--- config.mk ---
export PLATFORM = sky130hd
export DESIGN_NAME = mic_ctrl
export DESIGN_NICKNAME = d
export VERILOG_FILES = /design/src/rtl/mic_pkg.sv /design/src/rtl/mic_ctrl.sv
export SDC_FILE = /design/constraint.sdc
export NUM_CORES = 1
export LEC_CHECK = 0
export BUFFER_PORTS_ARGS = -buffer_cell sky130_fd_sc_hd__buf_2
export CAP_MARGIN = 20
export CORE_UTILIZATION = 49
export CTS_CLUSTER_SIZE = 25
export DETAILED_ROUTE_END_ITERATION = 12
export GPL_TIMING_DRIVEN = 1
export PLACE_DENSITY = 0.74
export SYNTH_ARGS = -nofsm -noshare
export SYNTH_HDL_FRONTEND = slang
export SYNTH_SLANG_ARGS = --single-unit
--- constraint.sdc ---
create_clock -name clk_i -period 2.62 [get_ports clk_i]
set_input_delay 0 -clock clk_i [delete_from_list [all_inputs] [get_ports clk_i]]
set_output_delay 0 -clock clk_i [all_outputs]
set_load 0.02 [all_outputs]
--- src/rtl/mic_pkg.sv ---
// How it works
// - Entry waits for the current instruction end
// - Entry pushes program counter, index, accumulator, flags
// - Entry sets the global mask bit
// - Entry loads program counter from source vector
// - Return pops all registers, restoring mask bit
// - Maskable requests serviced only while unmasked
// - Running service routine blocks other maskable requests
// - Fixed priority: reset, trap, vectors 0..13
// - Trap is taken whatever the mask
// - Every maskable source wakes from wait mode; a trap does not
// - Only reset, vector 1, externals end halt
// - Time base and security share vector 1; externals 2-5
// - Serial, timers, async serial, data memory: vectors 7-11
// - External vector taken when event seen, in rising mode with level still high, and unmasked
// - Edge requests latched, cleared on routine entry
// - Participating pins ANDed before the detector
// - Any low participating pin pulls the ANDed group level low
// - Peripheral request needs unmasked and enabled
// - Peripheral request cleared by clear sequence
// - Clear sequence discards a latched pending request
package mic_pkg;

   // ****************************************
   // Register map (byte addresses)
   // ****************************************
   localparam logic [7:0] REG_SENS = 8'h00;  // External sensitivity, 2 bits a group
   localparam logic [7:0] REG_PINEN = 8'h04; // Pins configured as interrupt inputs
   localparam logic [7:0] REG_STAT = 8'h08;  // Pending requests and mode, read only
   localparam logic [7:0] SENS_RST = 8'h00;
   localparam logic [15:0] PINEN_RST = 16'h0000;
   localparam int STAT_IBIT = 16;  // Mask bit position in status
   localparam int STAT_WAIT = 17;
   localparam int STAT_HALT = 18;
   localparam int STAT_BUSY = 19;

   // ****************************************
   // Vectors and stack
   // ****************************************
   localparam logic [3:0] VEC_TRAP = 4'he;   // Codes 0..13 are the maskable slots
   localparam logic [3:0] VEC_RESET = 4'hf;
   localparam logic [15:0] ADDR_RESET = 16'hfffe;
   localparam logic [15:0] ADDR_TRAP = 16'hfffc;
   localparam logic [15:0] ADDR_VEC0 = 16'hfffa; // Slot n sits at this minus 2n
   localparam logic [15:0] SP_RST = 16'h01ff;
   localparam int CC_IBIT = 3;               // Mask bit inside the flag register
   localparam logic [7:0] CC_RST = 8'h08;
   localparam logic [2:0] CTX_BYTES = 3'h4;  // Last byte index of a saved frame

   // ****************************************
   // Sensitivity codes
   // ****************************************
   localparam logic [1:0] SENS_LOW = 2'h0;
   localparam logic [1:0] SENS_RISE = 2'h1;
   localparam logic [1:0] SENS_FALL = 2'h2;
   localparam logic [1:0] SENS_BOTH = 2'h3;

   // ****************************************
   // Types
   // ****************************************
   typedef enum logic [2:0] {
      ST_IDLE = 3'b000,
      ST_PUSH = 3'b001,
      ST_VECH = 3'b010,
      ST_VECL = 3'b011,
      ST_POP = 3'b100
   } mic_state_t;

   // CPU context exchanged with the core
   typedef struct packed {
      logic [15:0] pc;
      logic [7:0] x;
      logic [7:0] a;
      logic [7:0] cc;
   } mic_ctx_t;

   // Whole state of the controller
   typedef struct packed {
      mic_state_t st;
      logic [2:0] cnt;
      logic [3:0] vec;
      logic [15:0] sp;
      logic ibit;
      logic trap_p;
      logic slp;
      logic hlt;
      logic go;
      logic wake;
      mic_ctx_t ctx;
      logic [6:0] plat;
      logic [6:0] pflag_d;
      logic [15:0] s1;
      logic [15:0] s2;
      logic [15:0] s3;
      logic [15:0] pf;
      logic [3:0] glev_d;
      logic [3:0] elat;
      logic [7:0] sens;
      logic [15:0] pinen;
      logic [31:0] prdata;
   } mic_st_t;

endpackage : mic_pkg

--- src/rtl/mic_ctrl.sv ---
// The APB register port and the register offsets are this design's own decisions.
`timescale 1ns/1ps
module mic_ctrl (
   // Clock and reset
   input wire logic clk_i,
   input wire logic resetn_i,
   // APB slave
   input wire logic psel_i,
   input wire logic penable_i,
   input wire logic pwrite_i,
   input wire logic [7:0] paddr_i,
   input wire logic [31:0] pwdata_i,
   output logic [31:0] prdata_o,
   output logic pready_o,
   output logic pslverr_o,
   // CPU core
   input wire logic instr_end_i,
   input wire logic trap_i,
   input wire logic interrupt_return_instruction_i,
   input wire logic wait_i,
   input wire logic halt_i,
   input wire logic mask_set_i,
   input wire logic mask_clr_i,
   input wire mic_pkg::mic_ctx_t ctx_i,
   output mic_pkg::mic_ctx_t ctx_o,
   output logic ctx_load_o,
   output logic mask_o,
   output logic wake_o,
   output logic wait_o,
   output logic halt_o,
   // Stack and vector memory port
   output logic mem_req_o,
   output logic mem_we_o,
   output logic [15:0] mem_addr_o,
   output logic [7:0] mem_wdata_o,
   input wire logic [7:0] mem_rdata_i,
   input wire logic mem_ack_i,
   // Peripheral sources: 0 time base, 1 clock security, 2 SPI,
   // 3 timer A, 4 timer B, 5 async serial, 6 data memory
   input wire logic [6:0] src_flag_i,
   input wire logic [6:0] src_en_i,
   input wire logic [6:0] src_clr_i,
   // External pins, four per group
   input wire logic [15:0] ext_pin_i
);

   // ****************************************
   // Declarations
   // ****************************************
   mic_pkg::mic_st_t s_r;     // Registered state
   mic_pkg::mic_st_t s_nxt;   // Next state
   logic [3:0] glev;          // ANDed group levels
   logic [3:0] gany;          // Group has at least one pin enabled
   logic [3:0] gev;           // Edge event per group
   logic [3:0] ereq;          // External requests
   logic [13:0] req;          // Requests per vector slot
   logic [13:0] hreq;         // Requests able to end halt
   logic [13:0] wreq;         // Requests considered now
   logic [3:0] pick;          // Winning slot
   logic [15:0] vaddr;        // Vector address of s_r.vec
   logic [6:0] pact;          // Enabled peripheral requests
   logic take;                // A maskable request may enter
   logic sel_a;               // APB access phase

   // ****************************************
   // External detection per group
   // ****************************************
   for (genvar g = 0; g < 4; g++) begin : g_ext
      logic [3:0] en;
      logic [3:0] lv;
      logic [1:0] md;
      assign en = s_r.pinen[4*g+3:4*g];
      assign lv = s_r.pf[4*g+3:4*g];
      assign md = s_r.sens[2*g+1:2*g];
      assign gany[g] = |en;
      // Pins not used as interrupts count as high
      assign glev[g] = gany[g] & (&(lv | ~en));
      // Edge events on the ANDed level
      always_comb begin
         case (md)
            mic_pkg::SENS_RISE: gev[g] = glev[g] & ~s_r.glev_d[g];
            mic_pkg::SENS_FALL: gev[g] = gany[g] & ~glev[g] & s_r.glev_d[g];
            mic_pkg::SENS_BOTH: gev[g] = gany[g] & (glev[g] ^ s_r.glev_d[g]);
            default: gev[g] = 1'b0;
         endcase
      end
      // Low level is live, edges come from the latch
      always_comb begin
         case (md)
            mic_pkg::SENS_LOW: ereq[g] = gany[g] & ~glev[g];
            mic_pkg::SENS_RISE: ereq[g] = s_r.elat[g] & glev[g];
            default: ereq[g] = s_r.elat[g];
         endcase
      end
   end

   // ****************************************
   // Request map and priority
   // ****************************************
   // Latched peripheral pending bits pass only when enabled
   assign pact = s_r.plat & src_en_i;
   // Empty slots are tied off
   assign req = {2'b00, pact[6:2], 1'b0, ereq, pact[0] | pact[1], 1'b0};
   // Halt ends only on vector 1 and the externals
   assign hreq = req & 14'h003e;
   assign wreq = s_r.hlt ? hreq : req;

   // Lowest slot number wins
   always_comb begin
      pick = 4'h0;
      for (int i = 13; i >= 0; i--) begin
         if (wreq[i]) begin
            pick = 4'(i);
         end
      end
   end

   // Vector address for the slot being served
   always_comb begin
      case (s_r.vec)
         mic_pkg::VEC_RESET: vaddr = mic_pkg::ADDR_RESET;
         mic_pkg::VEC_TRAP: vaddr = mic_pkg::ADDR_TRAP;
         default: vaddr = mic_pkg::ADDR_VEC0 - {11'h000, s_r.vec, 1'b0};
      endcase
   end

   // Maskable entry needs a clear mask bit
   assign take = (|wreq) & ~s_r.ibit;
   assign sel_a = psel_i & penable_i;

   // ****************************************
   // Memory port
   // ****************************************
   // Address mux reads flops only
   always_comb begin
      mem_req_o = s_r.st != mic_pkg::ST_IDLE;
      mem_we_o = s_r.st == mic_pkg::ST_PUSH;
      mem_wdata_o = s_r.ctx.cc;
      case (s_r.st)
         mic_pkg::ST_PUSH: mem_addr_o = s_r.sp;
         mic_pkg::ST_POP: mem_addr_o = s_r.sp + 16'h0001;
         mic_pkg::ST_VECH: mem_addr_o = vaddr;
         mic_pkg::ST_VECL: mem_addr_o = vaddr + 16'h0001;
         default: mem_addr_o = s_r.sp;
      endcase
      // Frame order high to low address: pc low, pc high, index, accumulator, flags
      case (s_r.cnt)
         3'h0: mem_wdata_o = s_r.ctx.pc[7:0];
         3'h1: mem_wdata_o = s_r.ctx.pc[15:8];
         3'h2: mem_wdata_o = s_r.ctx.x;
         3'h3: mem_wdata_o = s_r.ctx.a;
         default: mem_wdata_o = s_r.ctx.cc;
      endcase
   end

   // ****************************************
   // Next state
   // ****************************************
   always_comb begin
      s_nxt = s_r;
      s_nxt.go = 1'b0;
      s_nxt.wake = 1'b0;

      // Pin sync; a bit moves once stages two and three agree
      s_nxt.s1 = ext_pin_i;
      s_nxt.s2 = s_r.s1;
      s_nxt.s3 = s_r.s2;
      s_nxt.pf = (s_r.s2 & ~(s_r.s2 ^ s_r.s3)) | (s_r.pf & (s_r.s2 ^ s_r.s3));
      s_nxt.glev_d = glev;

      // Peripheral latches; a new flag beats a same-cycle clear
      s_nxt.pflag_d = src_flag_i;
      s_nxt.plat = (s_r.plat & ~src_clr_i) | (src_flag_i & ~s_r.pflag_d);

      // Edge latches set here, cleared on entry below
      s_nxt.elat = s_r.elat | gev;

      // Trap is remembered until its entry
      if (trap_i) begin
         s_nxt.trap_p = 1'b1;
      end

      // Core driven mask changes
      if (mask_set_i) begin
         s_nxt.ibit = 1'b1;
      end else if (mask_clr_i) begin
         s_nxt.ibit = 1'b0;
      end

      // APB register writes in the access phase
      if (sel_a && pwrite_i) begin
         case (paddr_i)
            mic_pkg::REG_SENS: s_nxt.sens = pwdata_i[7:0];
            mic_pkg::REG_PINEN: s_nxt.pinen = pwdata_i[15:0];
            default: s_nxt.sens = s_r.sens;
         endcase
      end
      // Read data captured in the setup phase
      if (psel_i && !penable_i) begin
         case (paddr_i)
            mic_pkg::REG_SENS: s_nxt.prdata = {24'h000000, s_r.sens};
            mic_pkg::REG_PINEN: s_nxt.prdata = {16'h0000, s_r.pinen};
            mic_pkg::REG_STAT: begin
               s_nxt.prdata = {18'h00000, req};
               s_nxt.prdata[mic_pkg::STAT_IBIT] = s_r.ibit;
               s_nxt.prdata[mic_pkg::STAT_WAIT] = s_r.slp & ~s_r.hlt;
               s_nxt.prdata[mic_pkg::STAT_HALT] = s_r.hlt;
               s_nxt.prdata[mic_pkg::STAT_BUSY] = s_r.st != mic_pkg::ST_IDLE;
            end
            default: s_nxt.prdata = 32'h00000000;
         endcase
      end

      case (s_r.st)
         // Decisions only at an instruction end or while asleep
         mic_pkg::ST_IDLE: begin
            if (instr_end_i && interrupt_return_instruction_i) begin
               s_nxt.st = mic_pkg::ST_POP;
               s_nxt.cnt = 3'h0;
            end else if ((instr_end_i || s_r.slp) &&
                         (take || (s_r.trap_p && !s_r.slp))) begin
               // A trap pending while asleep waits, else slot 0 would be fetched
               // Wake-up pulse only when leaving a low power mode
               s_nxt.wake = s_r.slp;
               s_nxt.slp = 1'b0;
               s_nxt.hlt = 1'b0;
               s_nxt.st = mic_pkg::ST_PUSH;
               s_nxt.cnt = 3'h0;
               s_nxt.ctx = ctx_i;
               if (s_r.trap_p && !s_r.slp) begin
                  s_nxt.vec = mic_pkg::VEC_TRAP;
                  // A new trap in the entry cycle stays pending
                  s_nxt.trap_p = trap_i;
               end else begin
                  s_nxt.vec = pick;
               end
            end else if (instr_end_i && (wait_i || halt_i)) begin
               // Entering a low power mode opens the mask
               s_nxt.slp = 1'b1;
               s_nxt.hlt = halt_i;
               s_nxt.ibit = 1'b0;
            end
         end
         // Save the frame downward, one byte per acknowledge
         mic_pkg::ST_PUSH: begin
            if (mem_ack_i) begin
               s_nxt.sp = s_r.sp - 16'h0001;
               s_nxt.cnt = s_r.cnt + 3'h1;
               if (s_r.cnt == mic_pkg::CTX_BYTES) begin
                  s_nxt.st = mic_pkg::ST_VECH;
               end
            end
         end
         // Vector high byte
         mic_pkg::ST_VECH: begin
            if (mem_ack_i) begin
               s_nxt.ctx.pc[15:8] = mem_rdata_i;
               s_nxt.st = mic_pkg::ST_VECL;
            end
         end
         // Vector low byte, then hand the context back
         mic_pkg::ST_VECL: begin
            if (mem_ack_i) begin
               s_nxt.ctx.pc[7:0] = mem_rdata_i;
               s_nxt.ctx.cc[mic_pkg::CC_IBIT] = 1'b1;
               s_nxt.ibit = 1'b1;
               s_nxt.go = 1'b1;
               s_nxt.st = mic_pkg::ST_IDLE;
               // Served edge latch drops unless a new edge arrives now
               for (int g = 0; g < 4; g++) begin
                  if (s_r.vec == 4'(g + 2)) begin
                     s_nxt.elat[g] = gev[g];
                  end
               end
            end
         end
         // Restore flags, accumulator, index, pc high, pc low
         mic_pkg::ST_POP: begin
            if (mem_ack_i) begin
               s_nxt.sp = s_r.sp + 16'h0001;
               s_nxt.cnt = s_r.cnt + 3'h1;
               case (s_r.cnt)
                  3'h0: s_nxt.ctx.cc = mem_rdata_i;
                  3'h1: s_nxt.ctx.a = mem_rdata_i;
                  3'h2: s_nxt.ctx.x = mem_rdata_i;
                  3'h3: s_nxt.ctx.pc[15:8] = mem_rdata_i;
                  default: begin
                     s_nxt.ctx.pc[7:0] = mem_rdata_i;
                     // Mask bit follows the popped flags
                     s_nxt.ibit = s_r.ctx.cc[mic_pkg::CC_IBIT];
                     s_nxt.go = 1'b1;
                     s_nxt.st = mic_pkg::ST_IDLE;
                  end
               endcase
            end
         end
         default: s_nxt.st = mic_pkg::ST_IDLE;
      endcase
   end

   // ****************************************
   // State register
   // ****************************************
   // Reset starts by fetching the reset vector
   always_ff @(posedge clk_i or negedge resetn_i) begin
      if (!resetn_i) begin
         s_r <= '0;
         s_r.st <= mic_pkg::ST_VECH;
         s_r.vec <= mic_pkg::VEC_RESET;
         s_r.sp <= mic_pkg::SP_RST;
         s_r.ibit <= 1'b1;
         s_r.ctx.cc <= mic_pkg::CC_RST;
         s_r.sens <= mic_pkg::SENS_RST;
         s_r.pinen <= mic_pkg::PINEN_RST;
      end else begin
         s_r <= s_nxt;
      end
   end

   // ****************************************
   // Outputs
   // ****************************************
   assign ctx_o = s_r.ctx;
   assign ctx_load_o = s_r.go;
   assign mask_o = s_r.ibit;
   assign wake_o = s_r.wake;
   assign wait_o = s_r.slp & ~s_r.hlt;
   assign halt_o = s_r.hlt;
   assign prdata_o = s_r.prdata;
   // Zero wait states; unknown offsets flag an error
   assign pready_o = sel_a;
   assign pslverr_o = sel_a && (paddr_i != mic_pkg::REG_SENS) &&
                      (paddr_i != mic_pkg::REG_PINEN) &&
                      !((paddr_i == mic_pkg::REG_STAT) && !pwrite_i);

endmodule : mic_ctrl

### Yosys cells after proc, flatten, opt, wreduce, memory -nomap -nowiden

Index checks and enable logic that the tools add are counted.

| cells by class | value |
|---|---|
| mux-type cells | 81 |
| bitwise logic cells | 63 |
| eq/ne operators | 42 |
| reductions and logical operators | 55 |
| $add $sub $neg | 5 |

Operators with widths:

| kind | count |
|---|---|
| $mux 41 | 2 |
| $mux 4 | 18 |
| $pmux 16 s2 | 2 |
| $pmux 20 s3 | 1 |
| $mux 8 | 6 |
| $pmux 16 s3 | 1 |
| $pmux 8 s3 | 2 |
| $mux 40 | 1 |
| $pmux 20 s2 | 1 |
| $add 16x1->16 const B | 2 |
| $and 16x16->16 | 2 |
| $pmux 8 s4 | 1 |
| $and 1x1->1 | 27 |
| $and 7x7->7 | 3 |
| $or 4x4->4 | 5 |
| $reduce_and 4->1 | 5 |
| $reduce_or 4->1 | 5 |
| $mux 1 | 18 |
| $mux 6 | 3 |
| $pmux 1 s3 | 6 |
| $reduce_and 6->1 | 3 |
| $mux 17 | 1 |
| $eq 2x2->1 const B | 8 |
| $mux 16 | 1 |
| 47 further kinds | 122 |

| word-level totals | value |
|---|---|
| output and inout port bits | 105 |
| logic and storage cells | 273 |
| register bits | 214 |
| bits of input ports | 138 |

### Depth between registers and ports, before layout

Gate-level depths: netlist of the first run.

| depth | value |
|---|---|
| depth after elaboration | 24 |
| depth in mapped cells | 12 |
| gate-level depth less buffers | 10 |

### Least setup slack after synthesis of the first run

Ideal clock, no wire load.

| timing path | value |
|---|---|
| path type | flip-flop to flip-flop |
| start point | register s_r[212] (netlist bit) |
| end point | register s_r, in the netlist ctx_o[24] |
| stages on the path, launching flop included | 8 |
| path buffers | 1 |
| arrival | 2.471 ns |
| setup time | 0.125 ns |
| clock period less this slack | 2.596 ns |
| required time | 2.495 ns |
| slack | 0.024 ns |
| cell sequence | dfstp_2 -> clkbuf_1 -> nor3_1 -> clkinv_1 -> nor3_1 -> nand2_2 -> a32oi_2 -> mux2_2 |

| between the ends | value |
|---|---|
| longest elaborated chain between the ends | 3 |
| elaborated cells between the ends (all ways) | 11 |
| those cells by class | eq/ne (7); mux (1); reduce/logical (3) |

RTL lines:

| element | RTL line | source |
|---|---|---|
| start, declared | mic_ctrl.sv:50 | `mic_pkg::mic_st_t s_r;` |
| start signal, assigned | mic_ctrl.sv:316 | `s_r <= s_nxt;` |
| $eq 3x2->1, or another cell as far along | mic_ctrl.sv:214 | `case (s_r.st)` |
| $ne 2x2->1 (no line) / $reduce_bool 3->1 (equally long branches) | - |  |
| $reduce_and 6->1 (no line) | - |  |

Parallel ways exist; a longest one is shown, timed or not.
A chain may end at the register's enable or synchronous reset.

### Worst setup path in the final report of the first run

| timing path | value |
|---|---|
| start point | register s_r, in the netlist g_ext[3].en[1] |
| end point | register s_r, in the netlist ctx_o[27] |

| between the ends | value |
|---|---|
| longest elaborated chain between the ends | 14 |
| elaborated cells between the ends (all ways) | 16 |
| those cells by class | eq/ne (1); mux (2); bitwise (7); reduce/logical (6) |

RTL lines:

| element | RTL line | source |
|---|---|---|
| $not 4->4 | mic_ctrl.sv:77 | `assign glev[g] = gany[g] & (&(lv \| ~en));` |
| $or 4x4->4 | mic_ctrl.sv:77 |  |
| $reduce_and 4->1 | mic_ctrl.sv:77 |  |
| $and 1x1->1 | mic_ctrl.sv:77 |  |
| $not 1->1 | mic_ctrl.sv:90 | `mic_pkg::SENS_LOW: ereq[g] = gany[g] & ~glev[g];` |
| $and 1x1->1 | mic_ctrl.sv:90 |  |
| $pmux 1 s2 * | mic_ctrl.sv:89 | `case (md)` |
| $mux 12 * | mic_ctrl.sv:106 | `assign wreq = s_r.hlt ? hreq : req;` |
| $reduce_or 14->1 * | mic_ctrl.sv:128 | `assign take = (\|wreq) & ~s_r.ibit;` |
| $and 1x1->1 * | mic_ctrl.sv:128 |  |
| $logic_or 1x1->1 * | mic_ctrl.sv:221 | `(take \|\| (s_r.trap_p && !s_r.slp))) begin` |
| $logic_and 1x1->1 * | mic_ctrl.sv:220 | `end else if ((instr_end_i \|\| s_r.slp) &&` |
| $ne 2x2->1 (no line) * | - |  |
| $reduce_and 6->1 (no line) * | - |  |

Mark *: on every way between the ends. The rest lies on a longest branch, timed or not.

==> results of run 1 <==
## routing by layer
layer / wire length, um / up-vias / share of wire
met3: 2400 / 109 / 0.079
li1: - / 4195 / -
met4: 1390 / 0 / 0.046
met5: 0 / - / 0
met1: 12100 / 4375 / 0.40
met2: 14600 / 464 / 0.48
## power groups by stage
| stage | clock network [uW] | logic, uW | registers, uW |
|---|---|---|---|
| 2_1_floorplan | 0 | 3240 | 4070 |
| 3_3_place_gp | 0 | 4190 | 4350 |
| 3_5_place_dp | 0 | 4260 | 4370 |
| 4_1_cts | 3480 | 4590 | 4310 |
| 5_1_grt | 3610 | 5160 | 4400 |
| 6_report | 3430 | 4830 | 4330 |
## cells in the final DEF (no fill, tap or decap), types with 4 or more instances in the layout
cell type	instances
buf_2	212
dfrtp_1	186
dlygate4sd3_1	119
nor2_1	114
nand2_1	97
buf_4	63
o21ai_0	61
mux2_2	55
nor3_1	45
a21oi_1	43
inv_1	42
clkbuf_16	23
mux2i_1	17
nand2b_1	17
xnor2_1	16
nand3_1	16
o22ai_1	16
maj3_1	16
dfstp_2	16
nor2b_1	13
conb_1	12
ha_1	11
a22o_1	10
a222oi_1	8
mux2_4	6
clkbuf_8	6
a211o_1	5
a31oi_1	5
nand3b_1	5
o31ai_1	5
nor4_1	5
buf_6	5
buf_12	5
nand4_1	4
o211ai_1	4
a21o_1	4
a31oi_4	4
a32oi_1	4
clkbuf_1	4
## worst max-delay path, delay by kind of cell, from the launching register on
kind	cells	cell delay (ns)
AOI/OAI and AO/OA	2	0.32
buffers and inverters	2	0.37
DFF	1	0.38
muxes	1	0.26
and+or+nand+nor	5	1.16
## stage by stage
stage	TNS (ns)	hold WS, ns	setup slack (ns)	cell area (sq um)	util
after detailed placement	-1.10	0.110	-0.0829	11500	0.563
after CTS	-0.155	0.00749	-0.0170	13700	0.672
after floorplan	0	-0.296	0.0239	10300	-
after global placement	-0.217	0.107	-0.0289	11500	0.563
final	0	0.0188	0.00470	13800	0.679
after global routing	-2.11	0.0358	-0.0972	13800	0.679
## cell usage after synthesis, types with 5 or more instances
cell type    n
nor2_1     116
o22ai_1     16
nor4_1       6
a21oi_1     43
maj3_1      16
nand2_1     97
nand2b_1    17
a211o_1      5
inv_1       42
nand3b_1     5
buf_4       72
a31oi_1      5
mux2_2      61
dfrtp_1    186
nor2b_1     13
a222oi_1     8
ha_1        12
buf_1        6
nand3_1     18
nor3_1      46
dfstp_2     16
xnor2_1     16
mux2i_1     17
o31ai_1      5
o21ai_0     62
clkbuf_1    33
a22o_1      10
## worst min-delay path by stage
stage / from / slack [ns] / endpoint
after floorplan: resetn_i / -0.30 / asynchronous set/reset pin
after global placement: ext_pin_i[10] / 0.11 / s_nxt[106]$_DFF_PN0_
after detailed placement: ext_pin_i[10] / 0.11 / s_nxt[106]$_DFF_PN0_
after CTS: psel_i / 0.007 / prdata_o[5]$_DFFE_PN0P_
after global routing: psel_i / 0.04 / prdata_o[5]$_DFFE_PN0P_
final: psel_i / 0.02 / prdata_o[5]$_DFFE_PN0P_
## layout make-up
type	instances	area, sq um	area share
clock inverter	10	154	0.0111
sequential	202	5070	0.367
inverter	43	161	0.0117
tap	270	338	0.0244
multi-input combinational	683	4510	0.326
clock buffer	32	659	0.0477
timing repair buffer	406	2920	0.211
antenna	1	2.50	0.000181
## registers in the layout, indices dropped and copies added (netlist names), named ones only
| register | flops |
|---|---|
| s_r | 66 |
| ctx_o | 40 |
| s_nxt | 32 |
| prdata_o | 20 |
| g_ext.en | 16 |
| g_ext.md | 8 |
| ctx_load_o | 1 |
| halt_o | 1 |
| mask_o | 1 |
| wake_o | 1 |
## cell families after synthesis
kind of cell             count (synthesis)  synth area share
adder cells (fa/ha/maj)                 28            0.0302
XOR/XNOR                                18            0.0154
other                                    1          0.000365
AND/OR/NAND/NOR                        348             0.158
buffers and inverters                  159            0.0863
multiplexers                            78            0.0835
AO/OA/AOI/OAI                          199             0.132
flip-flops                             202             0.494
## timing repair
item / CTS / global route
endpoints found under the setup margin: 28 / 53
endpoints found under the hold margin: 194 / 0
cloned: 1 / 0
buffers inserted: 10 / 6
hold buffers: 119 / 0
pin swaps: 6 / 12
gates resized for setup: 13 / 27
==> qor.yml, run 1 <==
clock_tree:
  cts_tree: "yes"
  cts_buffers: 23
  clk_path_buf_depth: 3
  cts.clk_slew.worst_paths_ns: 0.07
  insertion_delay_ns: 0.53
  cts-root-buf: "clkbuf_16"
  clock_sinks: 202
  cts_max_level: 1
die:
  die_area_sq_mm: 0.0215
  rows: 52
  dieHeight_um: 147
  die_w_um: 147
  core_area_sq_mm: 0.0204
  ioPinCount: 243
  start_util: 0.504
global_route:
  track_usage: 0.282
  first_global_vias: 9290
  grtUsageMet2: 0.464
  antenna_found_initial: 1
  met1_usage: 0.362
  gr-usage-met3: 0.0506
  grt_pass1_wl_um: 48400
  grt-busiest-layer: "met2"
  grt_remaining_overflow: 0
  grt_max_degree: 96
pwr:
  finalPower_uw: 12600
  switching_share: 0.382
  power_density_mw_per_mm2: 911
  p_sw_uw: 4800
  vdd_ir_drop_max_uv: 642
  p_comb_frac: 0.384
  seqPwrFrac: 0.344
  clkPwrFrac: 0.272
  p_leak_uw: 0.00646
  p_int_uw: 7790
synthesis:
  seq_area_frac_synth: 0.494
  syn_area_sq_mm: 0.0103
  syn_area_per_cell_sq_um: 9.94
  synth.top_cells.by_area: "dfrtp_1 45%, mux2_2 6.7%, buf_4 5.3%"
  yosysTopAreaCell: "dfrtp_1"
  yosysUniqueCellTypes: 68
  ys_seq_elements: 202
  synthesis.instances: 1033
  async_flop_share: 1.00
  synth_warnings: 0
  synth_edf_count: 0
  netlist.area_leader.share: 0.453
  synth_ff_type: "dfrtp_1"
critical_path:
  crit_arrival_ns: 3.02
  worst-setup-path-type: "flop to flop"
  max_stage_delay_ns: 0.58
  end_kind: "flop"
  required_ns: 3.03
  critical_path_peak_fanout: 8
  r2r_slack_ns: 0.005
  crit_end: "ctx_o[27]$_DFFE_PN0P_"
  slowest_stage: "or4_4"
  cp-startpoint: "g_ext[3].en[1]$_DFFE_PN0P_"
  rr_worst_depth: 10
  path_cells: "or4_4, nand3_4, o21ai_4, nor4_4, nand4_4, buf_12, a211oi_4, buf_6, nor3_1, mux2_2"
  r2r_end: "ctx_o[27]$_DFFE_PN0P_"
  r2r_start: "g_ext[3].en[1]$_DFFE_PN0P_"
  worstSetupStartpointType: "flop"
final_layout:
  final_cells: 1647
  nFillCells: 1520
  drive_above_1_share: 0.319
  fin_nets: 1509
  area_growth_pct: 34.7
sta:
  finalHoldViolations: 0
  max_freq_mhz: 382
  fin_worst_skew_ns: 0.0171
  min_period_ns: 2.62
  rsz0062_at_grt: "true"
  period_share: 0.998
  maxSlewViolCount: 0
  slew_headroom: 0.481
  setup_viol: 0
  tightest_slew_ns: 0.779
placement:
  port_buffers: 214
  dpl.cell_count: 1469
  post-dp-hpwl_um: 19300
  globalplace.congestion: 0.899
worst_hold_path:
  hold_depth: 4
  hp-class: "input pin to flop"
drt:
  wl_per_cell_um: 18.5
  totalWireLength_um: 30400
  firstDrtPassIters: 6
  drc: 0
  route.vias.total: 9143
  via_per_inst: 5.55
  drtIter0Drc: 649
  postRouteAntennaNets: 0
run:
  cap_violations: 0
status:
  outcome: "complete, no violations"
Note: power is estimated with default switching activity, not from simulation.
==> run 2: changes to the inputs <==
- CORE_UTILIZATION: 49 -> 35
- CTS_CLUSTER_DIAMETER: unset -> 100
- PLACE_DENSITY: 0.74 -> 0.55
==> qor.yml, run 2 (synthesis gave the netlist of run 1 again) <==
placement:
  port_buffers: 214
  placed_cell_area_sq_mm: 0.0116
  dpl.cell_count: 1585
  globalplace.congestion: 0.875
  dp_slack_ns: -0.131
  post-dp-hpwl_um: 20700
critical_path:
  worst-setup-path-type: "flop to flop"
  r2r_end: "ctx_o[39]$_DFFE_PN0P_"
  max_stage_delay_ns: 0.41
  critPathMostFrequentCell: "buf_6"
  cp-startpoint: "g_ext[3].en[2]$_DFFE_PN0P_"
  end_kind: "flop"
  required_ns: 3.00
  slowest_stage: "dfrtp_1"
  timing.critical_path.buf_inv: 3
  cp_top_family: "compound AO/OA/AOI/OAI gates"
  r2r_start: "g_ext[3].en[2]$_DFFE_PN0P_"
  crit_end: "ctx_o[39]$_DFFE_PN0P_"
  path_depth: 11
  rr_worst_depth: 11
  crit_arrival_ns: 3.01
  path_cells: "nor2b_1, o41ai_2, buf_4, o21ai_4, nor4_4, nand4_4, buf_6, a211oi_2, buf_6, nor2_4, mux2_4"
  r2r_slack_ns: -0.008
  worstSetupStartpointType: "flop"
  critical_path_peak_fanout: 8
final_layout:
  drive_above_1_share: 0.346
  final_cells: 1742
  fin_nets: 1501
  top_register: "s_r"
  area_growth_pct: 37.0
  layout_common_cells: "211 x buf_2, 186 x dfrtp_1, 112 x dlygate4sd3_1"
  stdcell_area_sq_mm: 0.0141
  nFillCells: 2667
  final_common_cell: "buf_2"
  ff_latch_area_sq_mm: 0.00507
  largest_register_ffs: 66
  multi_input_area_sq_mm: 0.00496
drt:
  postRouteAntennaNets: 0
  via_per_inst: 4.98
  route.vias.total: 8674
  wl_per_cell_um: 17.4
  totalWireLength_um: 30300
  drc: 0
  drtIter0Drc: 564
  firstDrtPassIters: 5
clock_tree:
  cts_buffers: 13
  insertion_delay_ns: 0.48
  cts.clk_slew.worst_paths_ns: 0.11
  cts_tree: "yes"
  cts-root-buf: "clkbuf_16"
  clk_path_buf_depth: 3
  cts_max_level: 1
  clock_sinks: 202
sta:
  period_share: 1.00
  tightest_slew_ns: 0.739
  min_period_ns: 2.63
  setup_viol: 4
  max_freq_mhz: 381
  fin_setup_tns_ns: -0.0226
  maxSlewViolCount: 0
  finalHoldViolations: 0
  rsz0062_at_grt: "true"
  slew_headroom: 0.505
  layout_setup_ws_ns: -0.00765
  fin_worst_skew_ns: 0.0195
global_route:
  grt_max_degree: 77
  first_global_vias: 8687
  grt_pass1_wl_um: 47500
  track_usage: 0.197
  antenna_found_initial: 1
  grt_remaining_overflow: 0
die:
  die_area_sq_mm: 0.0300
  start_util: 0.357
  rows: 62
  dieHeight_um: 173
  die_w_um: 173
  ioPinCount: 243
  core_area_sq_mm: 0.0288
pwr:
  power_density_mw_per_mm2: 827
  finalPower_uw: 11600
  p_leak_uw: 0.00639
  vdd_ir_drop_max_uv: 536
status:
  outcome: "complete, but fails checks"
  violations: "setup timing"
run:
  cap_violations: 0
worst_hold_path:
  hp-class: "input pin to flop"
[run 2: cell count changes in the layout (fill, tap and decap cells not counted), moves of 6 or more]
cell	previous run	this run
mux2_2	55	23
buf_4	63	70
nor2_4	2	8
dlygate4sd3_1	119	112
nor3_2	1	13
nor3_1	45	18
mux2_4	6	38
nor3_4	1	16
nor2_1	114	105
clkbuf_16	23	15
[run 2: metrics by stage]
stage | hold WS (ns) | util
after floorplan | -0.296 | -
after global placement | 0.0843 | 0.404
after detailed placement | 0.0872 | 0.404
after CTS | 0.00733 | 0.464
after global routing | 0.0436 | 0.489
final | 0.0430 | 0.489
[run 2: cell type report]
class | count | share of cell area
inverter | 43 | 0.0115
tap | 384 | 0.0342
clock buffer | 16 | 0.0239
clock inverter | 5 | 0.00587
sequential | 202 | 0.361
timing repair buffer | 408 | 0.211
multi-input combinational | 683 | 0.353
antenna | 1 | 0.000178
[run 2: worst min path at each step]
stage | startpoint | endpoint | depth (start not counted)
6_report | mem_rdata_i[7] | ctx_o[31]$_DFFE_PN0P_ | 4
5_1_grt | mem_rdata_i[7] | ctx_o[31]$_DFFE_PN0P_ | 4
4_1_cts | mask_clr_i | mask_o$_DFF_PN1_ | 5
3_5_place_dp | resetn_i | s_r[199]$_DFFE_PN0P_ | 1
3_3_place_gp | resetn_i | s_r[199]$_DFFE_PN0P_ | 1
2_1_floorplan | resetn_i | asynchronous set/reset pin | 0
[run 2: worst reg2reg max path, stage by stage, from the launching register on]
cell and delay [ns]:
dfrtp_1 0.41, nor2b_1 0.17, o41ai_2 0.34, buf_4 0.18, o21ai_4 0.06, nor4_4 0.19, nand4_4 0.21, buf_6 0.20
a211oi_2 0.24, buf_6 0.23, nor2_4 0.05, mux2_4 0.25
[run 2: power by group]
part           internal [uW]  switching (uW)  leakage [uW]  total, uW
Clock                   1060            1170      0.000203       2230
Combinational           2200            2850       0.00371       5050
Sequential              3710             656       0.00248       4370
[run 2: routing by layer]
metal,part of all wire,vias to the layer above,wire [um],GRT usage
met5,0,-,0,0
met4,0.026,0,782,0.0494
met3,0.049,47,1490,0.0252
met2,0.46,292,14000,0.313
met1,0.46,4185,14000,0.284
li1,-,4150,-,-
[run 2: what timing repair did]
action | 4_1_cts | 5_1_grt
buffers inserted | 12 | 8
pin swaps | 5 | 41
setup endpoints to repair | 55 | 67
gates cloned | 1 | 2
resized for setup | 16 | 125
hold endpoints to repair | 185 | 1
hold buffers | 111 | 1
==> run 3: changes to the inputs <==
- ABC_AREA: unset -> 1
- GPL_TIMING_DRIVEN: 1 -> 0
==> qor.yml, run 3 <==
status:
  outcome: "complete, no violations"
synthesis:
  netlist.area_leader.share: 0.437
  synth_commonest_cells: "327 x nand2_1, 186 x dfrtp_1, 174 x inv_1"
  syn_area_sq_mm: 0.0107
  async_flop_share: 1.00
  seq_area_frac_synth: 0.476
  yosysUniqueCellTypes: 55
  synth_ff_type: "dfrtp_1"
  syn_area_per_cell_sq_um: 8.08
  yosysMostFrequentCell: "nand2_1"
  synth_edf_count: 0
  synth_warnings: 0
  synth.top_cells.by_area: "dfrtp_1 44%, nand2_1 12%, inv_1 6.1%"
  synthesis.instances: 1319
  ys_seq_elements: 202
  yosysTopAreaCell: "dfrtp_1"
critical_path:
  worst-setup-path-type: "flop to primary output"
  crit_arrival_ns: 2.60
  end_kind: "primary output"
  worstSetupStartpointType: "flop"
  critical_path_peak_fanout: 5
  required_ns: 2.62
  rr_worst_depth: 15
sta:
  fin_setup_tns_ns: 0
  min_period_ns: 2.60
  rsz0062_at_grt: "true"
  slew_headroom: 0.476
  maxSlewViolCount: 0
  fin_worst_skew_ns: 0.0370
  finalHoldViolations: 0
  tightest_slew_ns: 0.783
  period_share: 0.991
  setup_viol: 0
  max_freq_mhz: 385
  whs_ns: 0.00725
clock_tree:
  cts-root-buf: "clkbuf_16"
  cts.clk_slew.worst_paths_ns: 0.10
  cts_tree: "yes"
  cts_buffers: 13
  insertion_delay_ns: 0.49
  cts_max_level: 1
  clock_sinks: 202
  clk_path_buf_depth: 3
drt:
  wl_met1_um: 15200
  route.met2.wl_um: 15800
  via_per_inst: 4.81
  firstDrtPassIters: 5
  route.vias.total: 10000
  postRouteAntennaNets: 0
  wl_per_cell_um: 16.1
  wl_met3_um: 1470
  drtIter0Drc: 696
  topRoutingLayerUsed: "met4"
  totalWireLength_um: 33600
  drc: 0
die:
  start_util: 0.357
  ioPinCount: 243
  die_w_um: 176
  dieHeight_um: 176
  die_area_sq_mm: 0.0311
  rows: 63
  core_area_sq_mm: 0.0298
final_layout:
  layout_common_cells: "326 x nand2_1, 217 x buf_2, 186 x dfrtp_1"
  fin_nets: 1839
  largest_register_ffs: 66
  area_growth_pct: 32.2
  final_common_cell: "nand2_1"
  drive_above_1_share: 0.250
  top_register: "s_r"
  n_antenna_cell: 0
global_route:
  grt_max_degree: 106
  grt_remaining_overflow: 0
  grt_pass1_wl_um: 52400
  first_global_vias: 9827
  antenna_found_initial: 0
  track_usage: 0.215
pwr:
  clkPwrFrac: 0.183
  p_leak_uw: 0.00735
  p_int_uw: 6900
  p_comb_frac: 0.470
  power_density_mw_per_mm2: 866
  p_sw_uw: 5300
  seqPwrFrac: 0.346
  switching_share: 0.435
  vdd_ir_drop_max_uv: 481
worst_hold_path:
  hold_depth: 7
  hp-class: "input pin to flop"
run:
  cap_violations: 0
placement:
  globalplace.congestion: 0.900
  port_buffers: 214
  post-dp-hpwl_um: 24400
==> run 3: cell count changes after synthesis, sizes merged, moves of 10 or more <==
cell,previous run,this run
nand2,99,330
inv,42,182
mux2,61,1
nand3,19,59
nand4,5,41
nor3,47,14
mux2i,17,0
nand2b,17,0
o21ai,65,81
xnor2,16,0
nor2b,13,0
xor2,2,15
a221oi,1,11
==> run 3: through the flow <==
stage	power (uW)	util	std cells	setup WS (ns)	instance area, sq um
detailed placement	9510	0.412	1935	-0.179	12300
global route	13000	0.472	2085	-0.139	14100
CTS	12100	0.466	2069	0.00773	13900
finish	12200	0.472	2085	0.0244	14100
global placement	9470	0.411	1934	-2.01	12300
floorplan	7770	-	1330	0.461	10700
==> run 3: power by group through the flow <==
stage	Sequential, uW	Combinational, uW	Clock, uW
CTS	4200	5600	2330
floorplan	4100	3670	0
global route	4290	6330	2420
global placement	4240	5230	0
detailed placement	4250	5260	0
finish	4220	5730	2240
==> run 3: area by class of cell <==
class	count	area, sq um
clock inverter	5	81.3
sequential	202	5070
inverter	184	694
timing repair buffer	345	2340
clock buffer	16	337
buffer	108	701
multi-input combinational	835	4360
tap	390	488
fill	3034	15700
==> run 3: repair_timing <==
item	CTS	global route
gates cloned	0	0
endpoints found under the hold margin	199	0
setup buffers	16	16
gates resized for setup	25	20
pin swaps	6	13
hold buffers	98	0
setup endpoints to repair	32	21
==> run 3: path summary, 6_finish.rpt <==
path                                       from               endpoint  slack, ns
max in group asynchronous              resetn_i  ctx_o[34]$_DFFE_PN0P_       1.50
hold / removal                        ctx_i[27]  ctx_o[27]$_DFFE_PN0P_      0.007
setup reg to reg           s_r[188]$_DFFE_PN1P_   s_r[200]$_DFFE_PN0P_       0.14
hold reg to reg             s_nxt[97]$_DFF_PN0_    s_nxt[81]$_DFF_PN0_       0.35
min in group asynchronous              resetn_i      s_r[91]$_DFF_PN0_       0.11
setup / recovery           s_r[188]$_DFFE_PN1P_         mem_addr_o[10]       0.02
==> run 3: cells by family after synthesis <==
group | after synthesis | share of synthesized area
buffers and inverters | 293 | 0.130
xor gates and xnor gates | 15 | 0.0123
DFF | 202 | 0.476
AOI/OAI and AO/OA | 204 | 0.119
and+or+nand+nor | 575 | 0.231
adders and majority gates | 28 | 0.0291
muxes | 1 | 0.00106
other | 1 | 0.000352
==> run 3: metal layers <==
metal / track usage / vias up
met3: 0.0228 / 56
met4: 0.0715 / 0
met2: 0.361 / 273
met5: 0 / -
li1: - / 4940
met1: 0.288 / 4764
==> run 3: critical path, stage by stage, from the launching register on <==
cell and delay (ns):
dfstp_2 0.62, ha_4 0.17, nand4_1 0.13, nor2_2 0.16, nand3_2 0.12, nor2_4 0.13, buf_4 0.12, buf_4 0.09
buf_4 0.09, nand2_1 0.04, nand2_1 0.09, a21oi_1 0.06, a21oi_1 0.14, buf_4 0.16
